<file path="src/core/port_override_defs.vh">
`ifndef PORT_OVERRIDE_DEFS_VH
`define PORT_OVERRIDE_DEFS_VH
// ----------------------------------------
// Register offsets
// ----------------------------------------
`define ADDR_PORT_A_PIN_INPUT 4'h0
`define ADDR_PORT_A_DIRECTION 4'h1
`define ADDR_PORT_A_OUTPUT_DATA 4'h2
`define ADDR_PORT_B_PIN_INPUT 4'h3
`define ADDR_PORT_B_DIRECTION 4'h4
`define ADDR_PORT_B_OUTPUT_DATA 4'h5
`define ADDR_PORT_CONTROL 4'h6
// ----------------------------------------
// Field positions and reset values
// ----------------------------------------
`define CTRL_PULLUP_DISABLE 0
`define CTRL_BBM_A 1
`define CTRL_BBM_B 2
`define CTRL_WIDTH 3
`define RESET_OUTPUT_DATA 8'h00
`define RESET_DIRECTION 8'h00
`define RESET_CONTROL 3'h0
// ----------------------------------------
// Timing
// ----------------------------------------
`define BBM_TRISTATE_CYCLES 1
`endif

</file>
<file path="src/core/pin_sync.v">
`timescale 1ns/1ns
// Three-stage pin synchroniser; output rises once stages two and three are both one, falls as soon as they differ
module pin_sync #(
  parameter WIDTH = 8
) (
  input wire ref_clk,
  input wire resetn,
  input wire clk_en,
  input wire [WIDTH-1:0] async_in,
  output reg [WIDTH-1:0] sync_out
);
  reg [WIDTH-1:0] stage1;
  reg [WIDTH-1:0] stage2;
  reg [WIDTH-1:0] stage3;
  always @(posedge ref_clk or negedge resetn) begin
    if (!resetn) begin
      stage1 <= {WIDTH{1'b0}};
      stage2 <= {WIDTH{1'b0}};
      stage3 <= {WIDTH{1'b0}};
      sync_out <= {WIDTH{1'b0}};
    end else if (clk_en) begin
      stage1 <= async_in;
      stage2 <= stage1;
      stage3 <= stage2;
      sync_out <= (stage2 & stage3) | (sync_out & ~(stage2 ^ stage3));
    end
  end
endmodule

</file>
<file path="src/core/pin_driver.v">
`timescale 1ns/1ns
// One port of eight pins: override muxing and break-before-make
module pin_driver #(
  parameter WIDTH = 8
) (
  input wire ref_clk,
  input wire resetn,
  input wire clk_en,
  input wire bbm_enable,
  input wire pullup_disable,
  input wire [WIDTH-1:0] output_data,
  input wire [WIDTH-1:0] direction,
  input wire [WIDTH-1:0] pullup_override_enable,
  input wire [WIDTH-1:0] pullup_override_value,
  input wire [WIDTH-1:0] direction_override_enable,
  input wire [WIDTH-1:0] direction_override_value,
  input wire [WIDTH-1:0] output_value_override_enable,
  input wire [WIDTH-1:0] output_value_override_value,
  input wire [WIDTH-1:0] input_enable_override_enable,
  input wire [WIDTH-1:0] input_enable_override_value,
  output reg [WIDTH-1:0] pin_out,
  output reg [WIDTH-1:0] pin_oe,
  output reg [WIDTH-1:0] pin_pullup,
  output reg [WIDTH-1:0] pin_input_enable
);
  reg [WIDTH-1:0] prev_dir;
  reg [WIDTH-1:0] eff_dir;
  reg [WIDTH-1:0] eff_val;
  reg [WIDTH-1:0] eff_pu;
  reg [WIDTH-1:0] eff_ie;
  reg [WIDTH-1:0] hold_off;
  genvar i;
  generate
    for (i = 0; i < WIDTH; i = i + 1) begin : g_pin
      always @* begin
        eff_dir[i] = direction_override_enable[i] ? direction_override_value[i] : direction[i];
        eff_val[i] = output_value_override_enable[i] ? output_value_override_value[i] : output_data[i];
        eff_pu[i] = pullup_override_enable[i] ? pullup_override_value[i] :
                    (~eff_dir[i] & output_data[i] & ~pullup_disable);
        eff_ie[i] = input_enable_override_enable[i] ? input_enable_override_value[i] : 1'b1;
        hold_off[i] = bbm_enable & eff_dir[i] & ~prev_dir[i];
      end
    end
  endgenerate
  // Pull-ups forced off in reset whatever the data bits were
  always @(posedge ref_clk or negedge resetn) begin
    if (!resetn) begin
      prev_dir <= {WIDTH{1'b0}};
      pin_out <= {WIDTH{1'b0}};
      pin_oe <= {WIDTH{1'b0}};
      pin_pullup <= {WIDTH{1'b0}};
      pin_input_enable <= {WIDTH{1'b0}};
    end else if (clk_en) begin
      prev_dir <= eff_dir;
      pin_out <= eff_val;
      pin_oe <= eff_dir & ~hold_off;
      pin_pullup <= eff_pu;
      pin_input_enable <= eff_ie;
    end
  end
endmodule

</file>
<file path="src/core/port_pin_override_logic.v">
`timescale 1ns/1ns
`include "port_override_defs.vh"
// Overview of operation
// - Pull-ups stay off while reset is held.
// - Timer 1 outputs on port B bits 0..2 reach pins only as outputs.
// - Timer 1 steering bit selects PWM output in place of port data.
// - Three-wire data output replaces port B bit 1 data when output.
// - Port B bit 1 pull-up still works as input with data one.
// - Three-wire data input on port B bit 0 overrides nothing.
// - Port A bits 5,4 direction override on SPI master or two-wire here.
// - Port A bit 5 value: SPI clock if master, else not two-wire-drive.
// - Port A bit 4 direction value: zero if master, else shift-out or data, gated.
// - Port A bit 5 input enable override by ADC disable, start irq, pin change.
// - Port B bit 6 input enable override by ADC disable, int0, pin change.
// - Output data registers read/write, reset zero.
// - Direction registers read/write, one is output, reset zero.
// - Pin input registers read synchronised pin levels.
// - Writing one to pin input bit toggles output data bit.
// - Break-before-make adds one tristate cycle on input-to-output change.
module port_pin_override_logic (
  input wire ref_clk,
  input wire resetn,
  input wire clk_en,
  input wire [3:0] reg_addr,
  input wire [7:0] reg_wdata,
  input wire reg_write,
  input wire reg_read,
  output reg [7:0] reg_rdata,
  input wire [7:0] port_a_pad_in,
  input wire [7:0] port_b_pad_in,
  output reg [7:0] port_a_pad_out,
  output reg [7:0] port_a_pad_oe,
  output reg [7:0] port_a_pullup,
  output reg [7:0] port_a_input_enable,
  output reg [7:0] port_b_pad_out,
  output reg [7:0] port_b_pad_oe,
  output reg [7:0] port_b_pullup,
  output reg [7:0] port_b_input_enable,
  input wire spi_enable_bit,
  input wire spi_master_select,
  input wire spi_clock_out,
  input wire spi_data_out,
  input wire serial_two_wire_active,
  input wire serial_three_wire_active,
  input wire serial_pin_position_select,
  input wire serial_clock_hold,
  input wire serial_shift_out,
  input wire serial_start_irq_enable,
  input wire pin_change_group0_enable,
  input wire pin_change_group1_enable,
  input wire [7:0] pin_change_mask_a,
  input wire [7:0] pin_change_mask_b,
  input wire [7:0] analog_digital_disable_a,
  input wire [7:0] analog_digital_disable_b,
  input wire external_irq0_enabled,
  input wire timer1_out_a,
  input wire timer1_out_b,
  input wire timer1_out_a_enabled,
  input wire timer1_out_b_enabled,
  input wire [7:0] timer1_output_steering_reg
);
  // ----------------------------------------
  // Registers
  // ----------------------------------------
  reg [7:0] port_a_output_data;
  reg [7:0] port_a_direction;
  reg [7:0] port_b_output_data;
  reg [7:0] port_b_direction;
  reg [`CTRL_WIDTH-1:0] port_control;
  wire [7:0] port_a_pin_input;
  wire [7:0] port_b_pin_input;
  wire global_pullup_disable = port_control[`CTRL_PULLUP_DISABLE];
  wire wr_a_pin = reg_write & (reg_addr == `ADDR_PORT_A_PIN_INPUT);
  wire wr_b_pin = reg_write & (reg_addr == `ADDR_PORT_B_PIN_INPUT);

  always @(posedge ref_clk or negedge resetn) begin
    if (!resetn) begin
      port_a_output_data <= `RESET_OUTPUT_DATA;
      port_a_direction <= `RESET_DIRECTION;
      port_b_output_data <= `RESET_OUTPUT_DATA;
      port_b_direction <= `RESET_DIRECTION;
      port_control <= `RESET_CONTROL;
    end else if (clk_en && reg_write) begin
      case (reg_addr)
        `ADDR_PORT_A_OUTPUT_DATA: port_a_output_data <= reg_wdata;
        `ADDR_PORT_A_DIRECTION: port_a_direction <= reg_wdata;
        `ADDR_PORT_B_OUTPUT_DATA: port_b_output_data <= reg_wdata;
        `ADDR_PORT_B_DIRECTION: port_b_direction <= reg_wdata;
        `ADDR_PORT_CONTROL: port_control <= reg_wdata[`CTRL_WIDTH-1:0];
        default: begin
          // Toggle is independent of direction
          if (wr_a_pin) port_a_output_data <= port_a_output_data ^ reg_wdata;
          if (wr_b_pin) port_b_output_data <= port_b_output_data ^ reg_wdata;
        end
      endcase
    end
  end

  // ----------------------------------------
  // Read port: data valid the cycle after the strobe
  // ----------------------------------------
  always @(posedge ref_clk or negedge resetn) begin
    if (!resetn) begin
      reg_rdata <= 8'h00;
    end else if (clk_en) begin
      if (reg_read) begin
        case (reg_addr)
          `ADDR_PORT_A_PIN_INPUT: reg_rdata <= port_a_pin_input;
          `ADDR_PORT_A_DIRECTION: reg_rdata <= port_a_direction;
          `ADDR_PORT_A_OUTPUT_DATA: reg_rdata <= port_a_output_data;
          `ADDR_PORT_B_PIN_INPUT: reg_rdata <= port_b_pin_input;
          `ADDR_PORT_B_DIRECTION: reg_rdata <= port_b_direction;
          `ADDR_PORT_B_OUTPUT_DATA: reg_rdata <= port_b_output_data;
          `ADDR_PORT_CONTROL: reg_rdata <= {5'h00, port_control};
          default: reg_rdata <= 8'h00;
        endcase
      end else begin
        reg_rdata <= 8'h00;
      end
    end
  end

  // ----------------------------------------
  // Pin sampling
  // ----------------------------------------
  pin_sync #(.WIDTH(8)) u_sync_a (
    .ref_clk(ref_clk),
    .resetn(resetn),
    .clk_en(clk_en),
    .async_in(port_a_pad_in),
    .sync_out(port_a_pin_input)
  );
  pin_sync #(.WIDTH(8)) u_sync_b (
    .ref_clk(ref_clk),
    .resetn(resetn),
    .clk_en(clk_en),
    .async_in(port_b_pad_in),
    .sync_out(port_b_pin_input)
  );

  // ----------------------------------------
  // Port A overrides
  // ----------------------------------------
  wire spi_master = spi_enable_bit & spi_master_select;
  wire two_wire_here = serial_two_wire_active & serial_pin_position_select;
  reg [7:0] a_pullup_override_enable, a_pullup_override_value, a_direction_override_enable, a_direction_override_value, a_output_value_override_enable, a_output_value_override_value, a_input_enable_override_enable, a_input_enable_override_value;
  always @* begin
    a_pullup_override_enable = 8'h00;
    a_pullup_override_value = 8'h00;
    a_direction_override_enable = 8'h00;
    a_direction_override_value = 8'h00;
    a_output_value_override_enable = 8'h00;
    a_output_value_override_value = 8'h00;
    // Pin-change and ADC disable on every pin
    a_input_enable_override_enable = analog_digital_disable_a | ({8{pin_change_group0_enable}} & pin_change_mask_a);
    a_input_enable_override_value = {8{pin_change_group0_enable}} & pin_change_mask_a;
    // SPI master owns the pull-ups of bits 6..4
    a_pullup_override_enable[6:4] = {3{spi_master}};
    a_pullup_override_value[6:4] = port_a_output_data[6:4] & {3{global_pullup_disable}};
    a_direction_override_enable[6] = spi_master;
    a_direction_override_enable[5] = spi_master | two_wire_here;
    a_direction_override_enable[4] = spi_master | two_wire_here;
    a_direction_override_value[5] = (serial_clock_hold | port_a_output_data[5]) & port_a_direction[5];
    a_direction_override_value[4] = spi_master ? 1'b0 :
                ((serial_shift_out | port_a_output_data[4]) & port_a_direction[4]);
    a_output_value_override_enable[5] = spi_master | (two_wire_here & port_a_direction[5]);
    a_output_value_override_enable[4] = spi_master | (two_wire_here & port_a_direction[4]);
    a_output_value_override_value[5] = spi_master ? spi_clock_out : ~(two_wire_here & port_a_direction[5]);
    a_output_value_override_value[4] = spi_master ? spi_data_out : ~(two_wire_here & port_a_direction[4]);
    a_input_enable_override_enable[5] = a_input_enable_override_enable[5] | (serial_start_irq_enable & serial_pin_position_select);
    a_input_enable_override_enable[4] = a_input_enable_override_enable[4] | (serial_start_irq_enable & serial_pin_position_select);
    a_input_enable_override_value[5] = a_input_enable_override_value[5] | (serial_start_irq_enable & serial_pin_position_select);
    a_input_enable_override_value[4] = a_input_enable_override_value[4] | (serial_start_irq_enable & serial_pin_position_select);
  end

  // ----------------------------------------
  // Port B overrides
  // ----------------------------------------
  reg [7:0] b_output_value_override_enable, b_output_value_override_value, b_input_enable_override_enable, b_input_enable_override_value;
  reg [7:0] steer_en;
  always @* begin
    // Steering bit k routes the A output to even pins, B to odd pins
    steer_en = timer1_output_steering_reg;
    b_output_value_override_enable = 8'h00;
    b_output_value_override_value = 8'h00;
    b_output_value_override_enable[0] = timer1_out_a_enabled & steer_en[0] & port_b_direction[0];
    b_output_value_override_value[0] = timer1_out_a;
    b_output_value_override_enable[1] = (timer1_out_b_enabled & steer_en[1] & port_b_direction[1]) |
                (serial_three_wire_active & port_b_direction[1]);
    b_output_value_override_value[1] = (timer1_out_b_enabled & steer_en[1]) ? timer1_out_b : serial_shift_out;
    b_output_value_override_enable[2] = timer1_out_a_enabled & steer_en[2] & port_b_direction[2];
    b_output_value_override_value[2] = timer1_out_a;
    b_output_value_override_enable[3] = timer1_out_b_enabled & steer_en[3];
    b_output_value_override_value[3] = timer1_out_b;
    b_output_value_override_enable[4] = timer1_out_a_enabled & steer_en[4];
    b_output_value_override_value[4] = timer1_out_a;
    b_output_value_override_enable[5] = timer1_out_b_enabled & steer_en[5];
    b_output_value_override_value[5] = timer1_out_b;
    b_output_value_override_enable[6] = timer1_out_a_enabled & steer_en[6];
    b_output_value_override_value[6] = timer1_out_a;
    b_output_value_override_enable[7] = timer1_out_b_enabled & steer_en[7];
    b_output_value_override_value[7] = timer1_out_b;
    // Bit 0 serial input deliberately absent: it overrides nothing
    b_input_enable_override_enable = analog_digital_disable_b | ({8{pin_change_group1_enable}} & pin_change_mask_b);
    b_input_enable_override_value = {8{pin_change_group1_enable}} & pin_change_mask_b;
    b_input_enable_override_enable[6] = b_input_enable_override_enable[6] | external_irq0_enabled;
    b_input_enable_override_value[6] = b_input_enable_override_value[6] | external_irq0_enabled;
  end

  // ----------------------------------------
  // Pin drivers
  // ----------------------------------------
  wire [7:0] a_out, a_oe, a_pu, a_ie, b_out, b_oe, b_pu, b_ie;
  pin_driver #(.WIDTH(8)) u_drv_a (
    .ref_clk(ref_clk),
    .resetn(resetn),
    .clk_en(clk_en),
    .bbm_enable(port_control[`CTRL_BBM_A]),
    .pullup_disable(global_pullup_disable),
    .output_data(port_a_output_data),
    .direction(port_a_direction),
    .pullup_override_enable(a_pullup_override_enable),
    .pullup_override_value(a_pullup_override_value),
    .direction_override_enable(a_direction_override_enable),
    .direction_override_value(a_direction_override_value),
    .output_value_override_enable(a_output_value_override_enable),
    .output_value_override_value(a_output_value_override_value),
    .input_enable_override_enable(a_input_enable_override_enable),
    .input_enable_override_value(a_input_enable_override_value),
    .pin_out(a_out),
    .pin_oe(a_oe),
    .pin_pullup(a_pu),
    .pin_input_enable(a_ie)
  );
  // Bit 1 pull-up left on the normal path under three-wire mode
  pin_driver #(.WIDTH(8)) u_drv_b (
    .ref_clk(ref_clk),
    .resetn(resetn),
    .clk_en(clk_en),
    .bbm_enable(port_control[`CTRL_BBM_B]),
    .pullup_disable(global_pullup_disable),
    .output_data(port_b_output_data),
    .direction(port_b_direction),
    .pullup_override_enable(8'h00),
    .pullup_override_value(8'h00),
    .direction_override_enable(8'h00),
    .direction_override_value(8'h00),
    .output_value_override_enable(b_output_value_override_enable),
    .output_value_override_value(b_output_value_override_value),
    .input_enable_override_enable(b_input_enable_override_enable),
    .input_enable_override_value(b_input_enable_override_value),
    .pin_out(b_out),
    .pin_oe(b_oe),
    .pin_pullup(b_pu),
    .pin_input_enable(b_ie)
  );

  // ----------------------------------------
  // Output flops
  // ----------------------------------------
  always @(posedge ref_clk or negedge resetn) begin
    if (!resetn) begin
      port_a_pad_out <= 8'h00;
      port_a_pad_oe <= 8'h00;
      port_a_pullup <= 8'h00;
      port_a_input_enable <= 8'h00;
      port_b_pad_out <= 8'h00;
      port_b_pad_oe <= 8'h00;
      port_b_pullup <= 8'h00;
      port_b_input_enable <= 8'h00;
    end else if (clk_en) begin
      port_a_pad_out <= a_out;
      port_a_pad_oe <= a_oe;
      port_a_pullup <= a_pu;
      port_a_input_enable <= a_ie;
      port_b_pad_out <= b_out;
      port_b_pad_oe <= b_oe;
      port_b_pullup <= b_pu;
      port_b_input_enable <= b_ie;
    end
  end
endmodule

</file>
<file path="config.mk">
export PLATFORM = sky130hd
export DESIGN_NAME = port_pin_override_logic
export DESIGN_NICKNAME = d
export VERILOG_FILES = /design/src/core/pin_sync.v /design/src/core/pin_driver.v /design/src/core/port_pin_override_logic.v
export VERILOG_INCLUDE_DIRS = /design/src /design/src/core
export SDC_FILE = /design/constraint.sdc
export NUM_CORES = 1
export LEC_CHECK = 0
export BUFFER_PORTS_ARGS = -buffer_cell sky130_fd_sc_hd__buf_4
export CAP_MARGIN = 20
export CORE_UTILIZATION = 50
export DETAILED_ROUTE_END_ITERATION = 7
export PLACE_DENSITY = 0.74
export SLEW_MARGIN = 20
export SYNTH_ARGS = -nofsm -noshare
export SYNTH_HDL_FRONTEND = slang
export SYNTH_SLANG_ARGS = --single-unit
</file>
<file path="constraint.sdc">
create_clock -name ref_clk -period 2.9 [get_ports ref_clk]
set_clock_uncertainty 0.15 [all_clocks]
set_input_delay 0.145 -clock ref_clk [delete_from_list [all_inputs] [get_ports ref_clk]]
set_output_delay 0.145 -clock ref_clk [all_outputs]
set_load 0.01 [all_outputs]
</file>
Yosys cells after proc, flatten, opt, wreduce, memory -nomap -nowiden
Cells that the tools add are included.
{"block": "word_totals", "wordCells": 246, "mem_bits_ro": 0, "reg_bits": 251, "output_inout_bits": 72, "mem_count": 0, "ramBits": 0, "latch_bits": 0, "inputBits": 90}
{"block": "classes", "addsub": 0, "n_eq_ne": 6, "reduce_logical": 11, "bitwise_logic": 155, "shift": 0, "n_mul": 0, "div_mod_pow": 0, "muxes": 42, "order_cmp": 0}
{"op": "$and 1x1->1", "n": 85}
{"op": "$and 8x8->8", "n": 8}
{"op": "$pmux 8 s7", "n": 1}
{"op": "$not 1->1", "n": 37}
{"op": "$mux 1", "n": 36}
{"op": "$not 8->8", "n": 4}
{"op": "$or 8x8->8", "n": 4}
{"op": "$pmux 8 s2", "n": 2}
{"op": "$xor 8x8->8", "n": 4}
{"op": "$mux 8", "n": 3}
{"op": "$eq 4x3->1 const B", "n": 3}
{"op": "$or 1x1->1", "n": 12}
{"op": "$eq 4x2->1 const B", "n": 2}
{"op": "$reduce_or 4->1", "n": 2}
{"op": "$reduce_and 2->1", "n": 3}
{"op": "$reduce_and 3->1", "n": 2}
{"op": "$eq 4x1->1 const B", "n": 1}
{"op": "$logic_not 4->1", "n": 1}
{"op": "$reduce_bool 2->1", "n": 2}
{"op": "$and 3x3->3", "n": 1}
{"op": "$logic_and 1x1->1", "n": 1}

Logic depth before layout (Yosys ltp)
{"block": "depth", "depth_word": 8, "depth_mapped": 6, "mapped_depth_nobuf": 4}

By module
Synthesis repeated with hierarchy kept, for this count alone.
{"block": "hier_totals", "hier_cells": 915, "area_unflattened_um2": 11913.9}
{"mod": "port_pin_override_logic", "instances": 1, "area_each_um2": 5127.4, "cells_each": 409, "seq_area_each_um2": 2677.6}
{"mod": "pin_driver", "instances": 2, "area_each_um2": 2077.0, "cells_each": 169, "seq_area_each_um2": 1001.0}
{"mod": "pin_sync", "instances": 2, "area_each_um2": 1316.3, "cells_each": 84, "seq_area_each_um2": 800.8}

Worst setup path before layout
Ideal clock, no wire load.
{"block": "synth_path", "path_kind": "input port to flip-flop", "startpoint": "input port reg_addr[1]", "endpoint": "register port_a_direction[0]", "t_arrival_ns": 1.119, "setup_ns": 0.128, "required_time_ns": 2.622, "cell_stages": 5, "n_path_buf": 1, "path_slack_ns": 1.504, "cell_sequence": "buf_4 and2b_1 nand2_1 nor2_4 mux2_1"}
{"block": "synth_via", "elab_chain_cells": 2}
{"item": "start: declaration", "line": "port_pin_override_logic.v:24", "source": "input wire [3:0] reg_addr,"}
{"item": "$eq 4x1->1", "line": "port_pin_override_logic.v:84", "source": "case (reg_addr)"}
{"item": "$reduce_and 2->1 (no source line)"}
{"item": "end signal: assignment", "line": "port_pin_override_logic.v:79", "source": "port_a_direction <= `RESET_DIRECTION;"}
{"item": "end signal: assignment", "line": "port_pin_override_logic.v:86", "source": "`ADDR_PORT_A_DIRECTION: port_a_direction <= reg_wdata;"}
{"item": "end: declaration", "line": "port_pin_override_logic.v:66", "source": "reg [7:0] port_a_direction;"}
No other way between the ends.
A chain may end at the register's enable or synchronous reset.

==> results.md <==
- H-tree depth: 1
- Least-Margin Pin Slew: 0.8099 ns
- Simple-gate area share of the yosys netlist: 7.143%
- Fmax: 496.9 MHz
- Worst setup EP type: flop
- PwrDens: 749.9 nW/um^2
- Endpoint of the worst register-to-register path: u_drv_a.prev_dir[4]
- # clock sinks: 251
- Yosys reg bits: 251
- Global-route wire length before repair: 39.89 mm
- CP Data Arrival Time: 2.26 ns
- CTS Hold Buffers Added: 89
- Final WL: 24.59 mm
- Remaining global-route overflow: 0
- Compound-cell area share of the yosys netlist: 10.38%
- DIE WIDTH: 147.7 um
- Switching Fraction: 28.10%
- Area taken by multi-input logic gates: 4023 sq um
- Number of port buffers: 161
- Final Util: 67.26%
- Critical Path Source Type: primary input
- Share of power burned in registers: 48.3%
- Power share of the clock group: 31.3%
- Initial antenna violation count: 0
- Worst-path maximum fanout: 86
- HP Start: serial_pin_position_select
- I/O pin cnt: 162
- Layout area overhead: 29.86%
- Initial core utilization: 51.79%
- Num CTS Buffers: 27
- Final nets: 1177
- Reg-to-reg startpoint: port_a_output_data[4]
- FF-to-FF path depth: 3
- Maxcap violations: 0
- DP HPWL: 15.97 mm
- Main combinational cell family by area after synthesis: multiplexers
- Most frequent cells after synthesis: dfrtp_1, mux2_2, nand2_1
- Hold path cells: 5
- Predominant post-synthesis flop cell: dfrtp_1
- Crit Path Category: in -> reg
- Post-synthesis mux area share: 17.74%
- EDFF count, synth: 0
- Library cells used by synthesis: 56
- Post-DRT Antenna Nets: 0
- Clk_lat worst skew: 0.52 ns
- Ys async rst share: 100.0%
- Finished Layout Cells: 1358
- Design area: 13780 sq um
- Post-synthesis xor/xnor area fraction: 0.7426%
- Post-CTS Setup Bufs: 0
- Outcome: finished, final reports clean
- Register area share after synthesis: 59.17%
- Final setup fails: 0
- Routed len/inst: 18.11 um
- Die height: 147.7 um
- Place WS: 0.9554 ns
- Drt initial violations: 417
- Internal Power: 7.432 mW
- Reg area: 6281 sq um
- Avg Cell Area, Syn: 12.85 sq um
- Worst hold-check path type: in -> reg
- Share of cells above drive strength 1: 32.54%
- Max Root-Sink Buffers: 3
- Post-Route Setup TNS: 0 ns
- Most common cell in the netlist: dfrtp_1
- Synth warn: 0
- Synthesized area: 10620 sq um
- Detailed-route DRC error count: 0
- Psw: 2.905 mW
- Worst Hold End: u_drv_a.pin_oe[4]
- Leakage power figure: 6.243 nW
- Number of global-route vias before repair: 7538
- CTS resizes: 0
- Num rows: 52
- Post-Place Cells: 1223
- RSZ-0062 raised after global routing: no
- Clock-pin slew on the worst setup and hold paths: 0.06 ns
- Reg2Reg Setup Slack: 0.93 ns
- Critical Path RT: 3.15 ns
- GPL Wtd Cong: 0.8650
- Clock Tree Root: clkbuf_16
- Top cell type's share of synthesized area: 59.17%
- Tcrit/Tclk final: 69.39%
- Slew Limit Fails: 0
- Peak supply drop: 524.5 uV
- Adder-cell share of the synthesized area: 1.886%
- Post-synth top area cell: dfrtp_1
- Largest net degree at the start of global routing: 91
- Pre-antenna DRT Iters: 5
- Setup WS post-layout: 0.8877 ns
- Syn_nets: 932
- Final Hold Vio Count: 0
- Fillers: 1469
- Vias per cell: 5.499
- Syn Inst Count: 826
- Top cells by area, synth: dfrtp_1, mux2_2, nand2_1
- Die area: 21820 sq um
- Placed Instance Area: 12060 sq um
- CTS tree: yes
- Max_slew headroom: 45.95%
- Vias: 7468
- Logic pwr share: 20.4%
- GR Util All Layers: 23.16%
- Core area: 20490 sq um
- # diodes: 0
- Fin crit period: 2.012 ns
cells in the final DEF, fill, tap and decap left out, types with 19 or more instances in the layout:
| master | instances |
|---|---|
| nand2_1 | 73 |
| dfrtp_1 | 251 |
| inv_1 | 22 |
| a31oi_1 | 19 |
| mux2_2 | 132 |
| clkbuf_16 | 27 |
| nor2_1 | 28 |
| buf_4 | 165 |
| o21ai_0 | 30 |
| dlygate4sd3_1 | 89 |
| a22o_1 | 22 |
worst max-delay path by stage:
stage / startpoint / endpoint / slack (ns) / cells past startpoint
global route: clk_en / u_drv_a.pin_input_enable[5] / 0.79 / 5
detailed placement: clk_en / u_drv_a.pin_input_enable[4] / 0.96 / 4
global placement: clk_en / u_drv_a.pin_input_enable[5] / 0.98 / 4
floorplan: reg_addr[1] / port_a_direction[0] / 1.50 / 5
finish: clk_en / u_drv_a.pin_input_enable[5] / 0.89 / 5
CTS: port_a_output_data[4] / u_drv_a.prev_dir[4] / 0.95 / 3
metrics by stage:
stage | hold WS, ns | power [mW]
finish | 0.02173 | 10.34
global route | 0.04576 | 10.87
CTS | 0.01537 | 10.40
detailed placement | 0.05848 | 7.008
global placement | 0.05985 | 6.911
floorplan | -0.3006 | 5.980
cell type report:
cell class	count	share of cell area (%)
multi-input combinational	508	29.18
timing repair buffer	259	16.09
inverter	24	0.6535
tap	270	2.451
clock inverter	10	0.6172
sequential	251	45.57
clock buffer	36	5.437
layer usage:
| layer | up-vias | global-route usage (%) | part of all wire, % |
|---|---|---|---|
| li1 | 3473 | - | - |
| met1 | 3752 | 32.00 | 45 |
| met2 | 217 | 38.82 | 48 |
| met3 | 26 | 4.167 | 5.6 |
| met4 | 0 | 4.124 | 1.2 |
| met5 | - | 0 | 0 |
cells by family after synthesis:
| family | Yosys count |
|---|---|
| compound gates | 158 |
| xor+xnor | 9 |
| fa+ha+maj | 16 |
| buf+inv | 67 |
| flops | 251 |
| mux | 167 |
| simple gates | 158 |
power groups by stage:
stage	clock network, mW	registers [mW]	logic (mW)
6_report	3.23	5.00	2.11
5_1_grt	3.45	5.10	2.31
4_1_cts	3.29	4.99	2.12
3_5_place_dp	0	5.04	1.97
3_3_place_gp	0	5.00	1.91
2_1_floorplan	0	4.89	1.09
critical path, stage by stage:
cell and delay, ns:
clkbuf_8 0.49, inv_1 0.56, a21oi_1 0.33, a31oi_1 0.13
dlygate4sd3_1 0.58
Note: power is estimated with default switching activity, not from simulation.
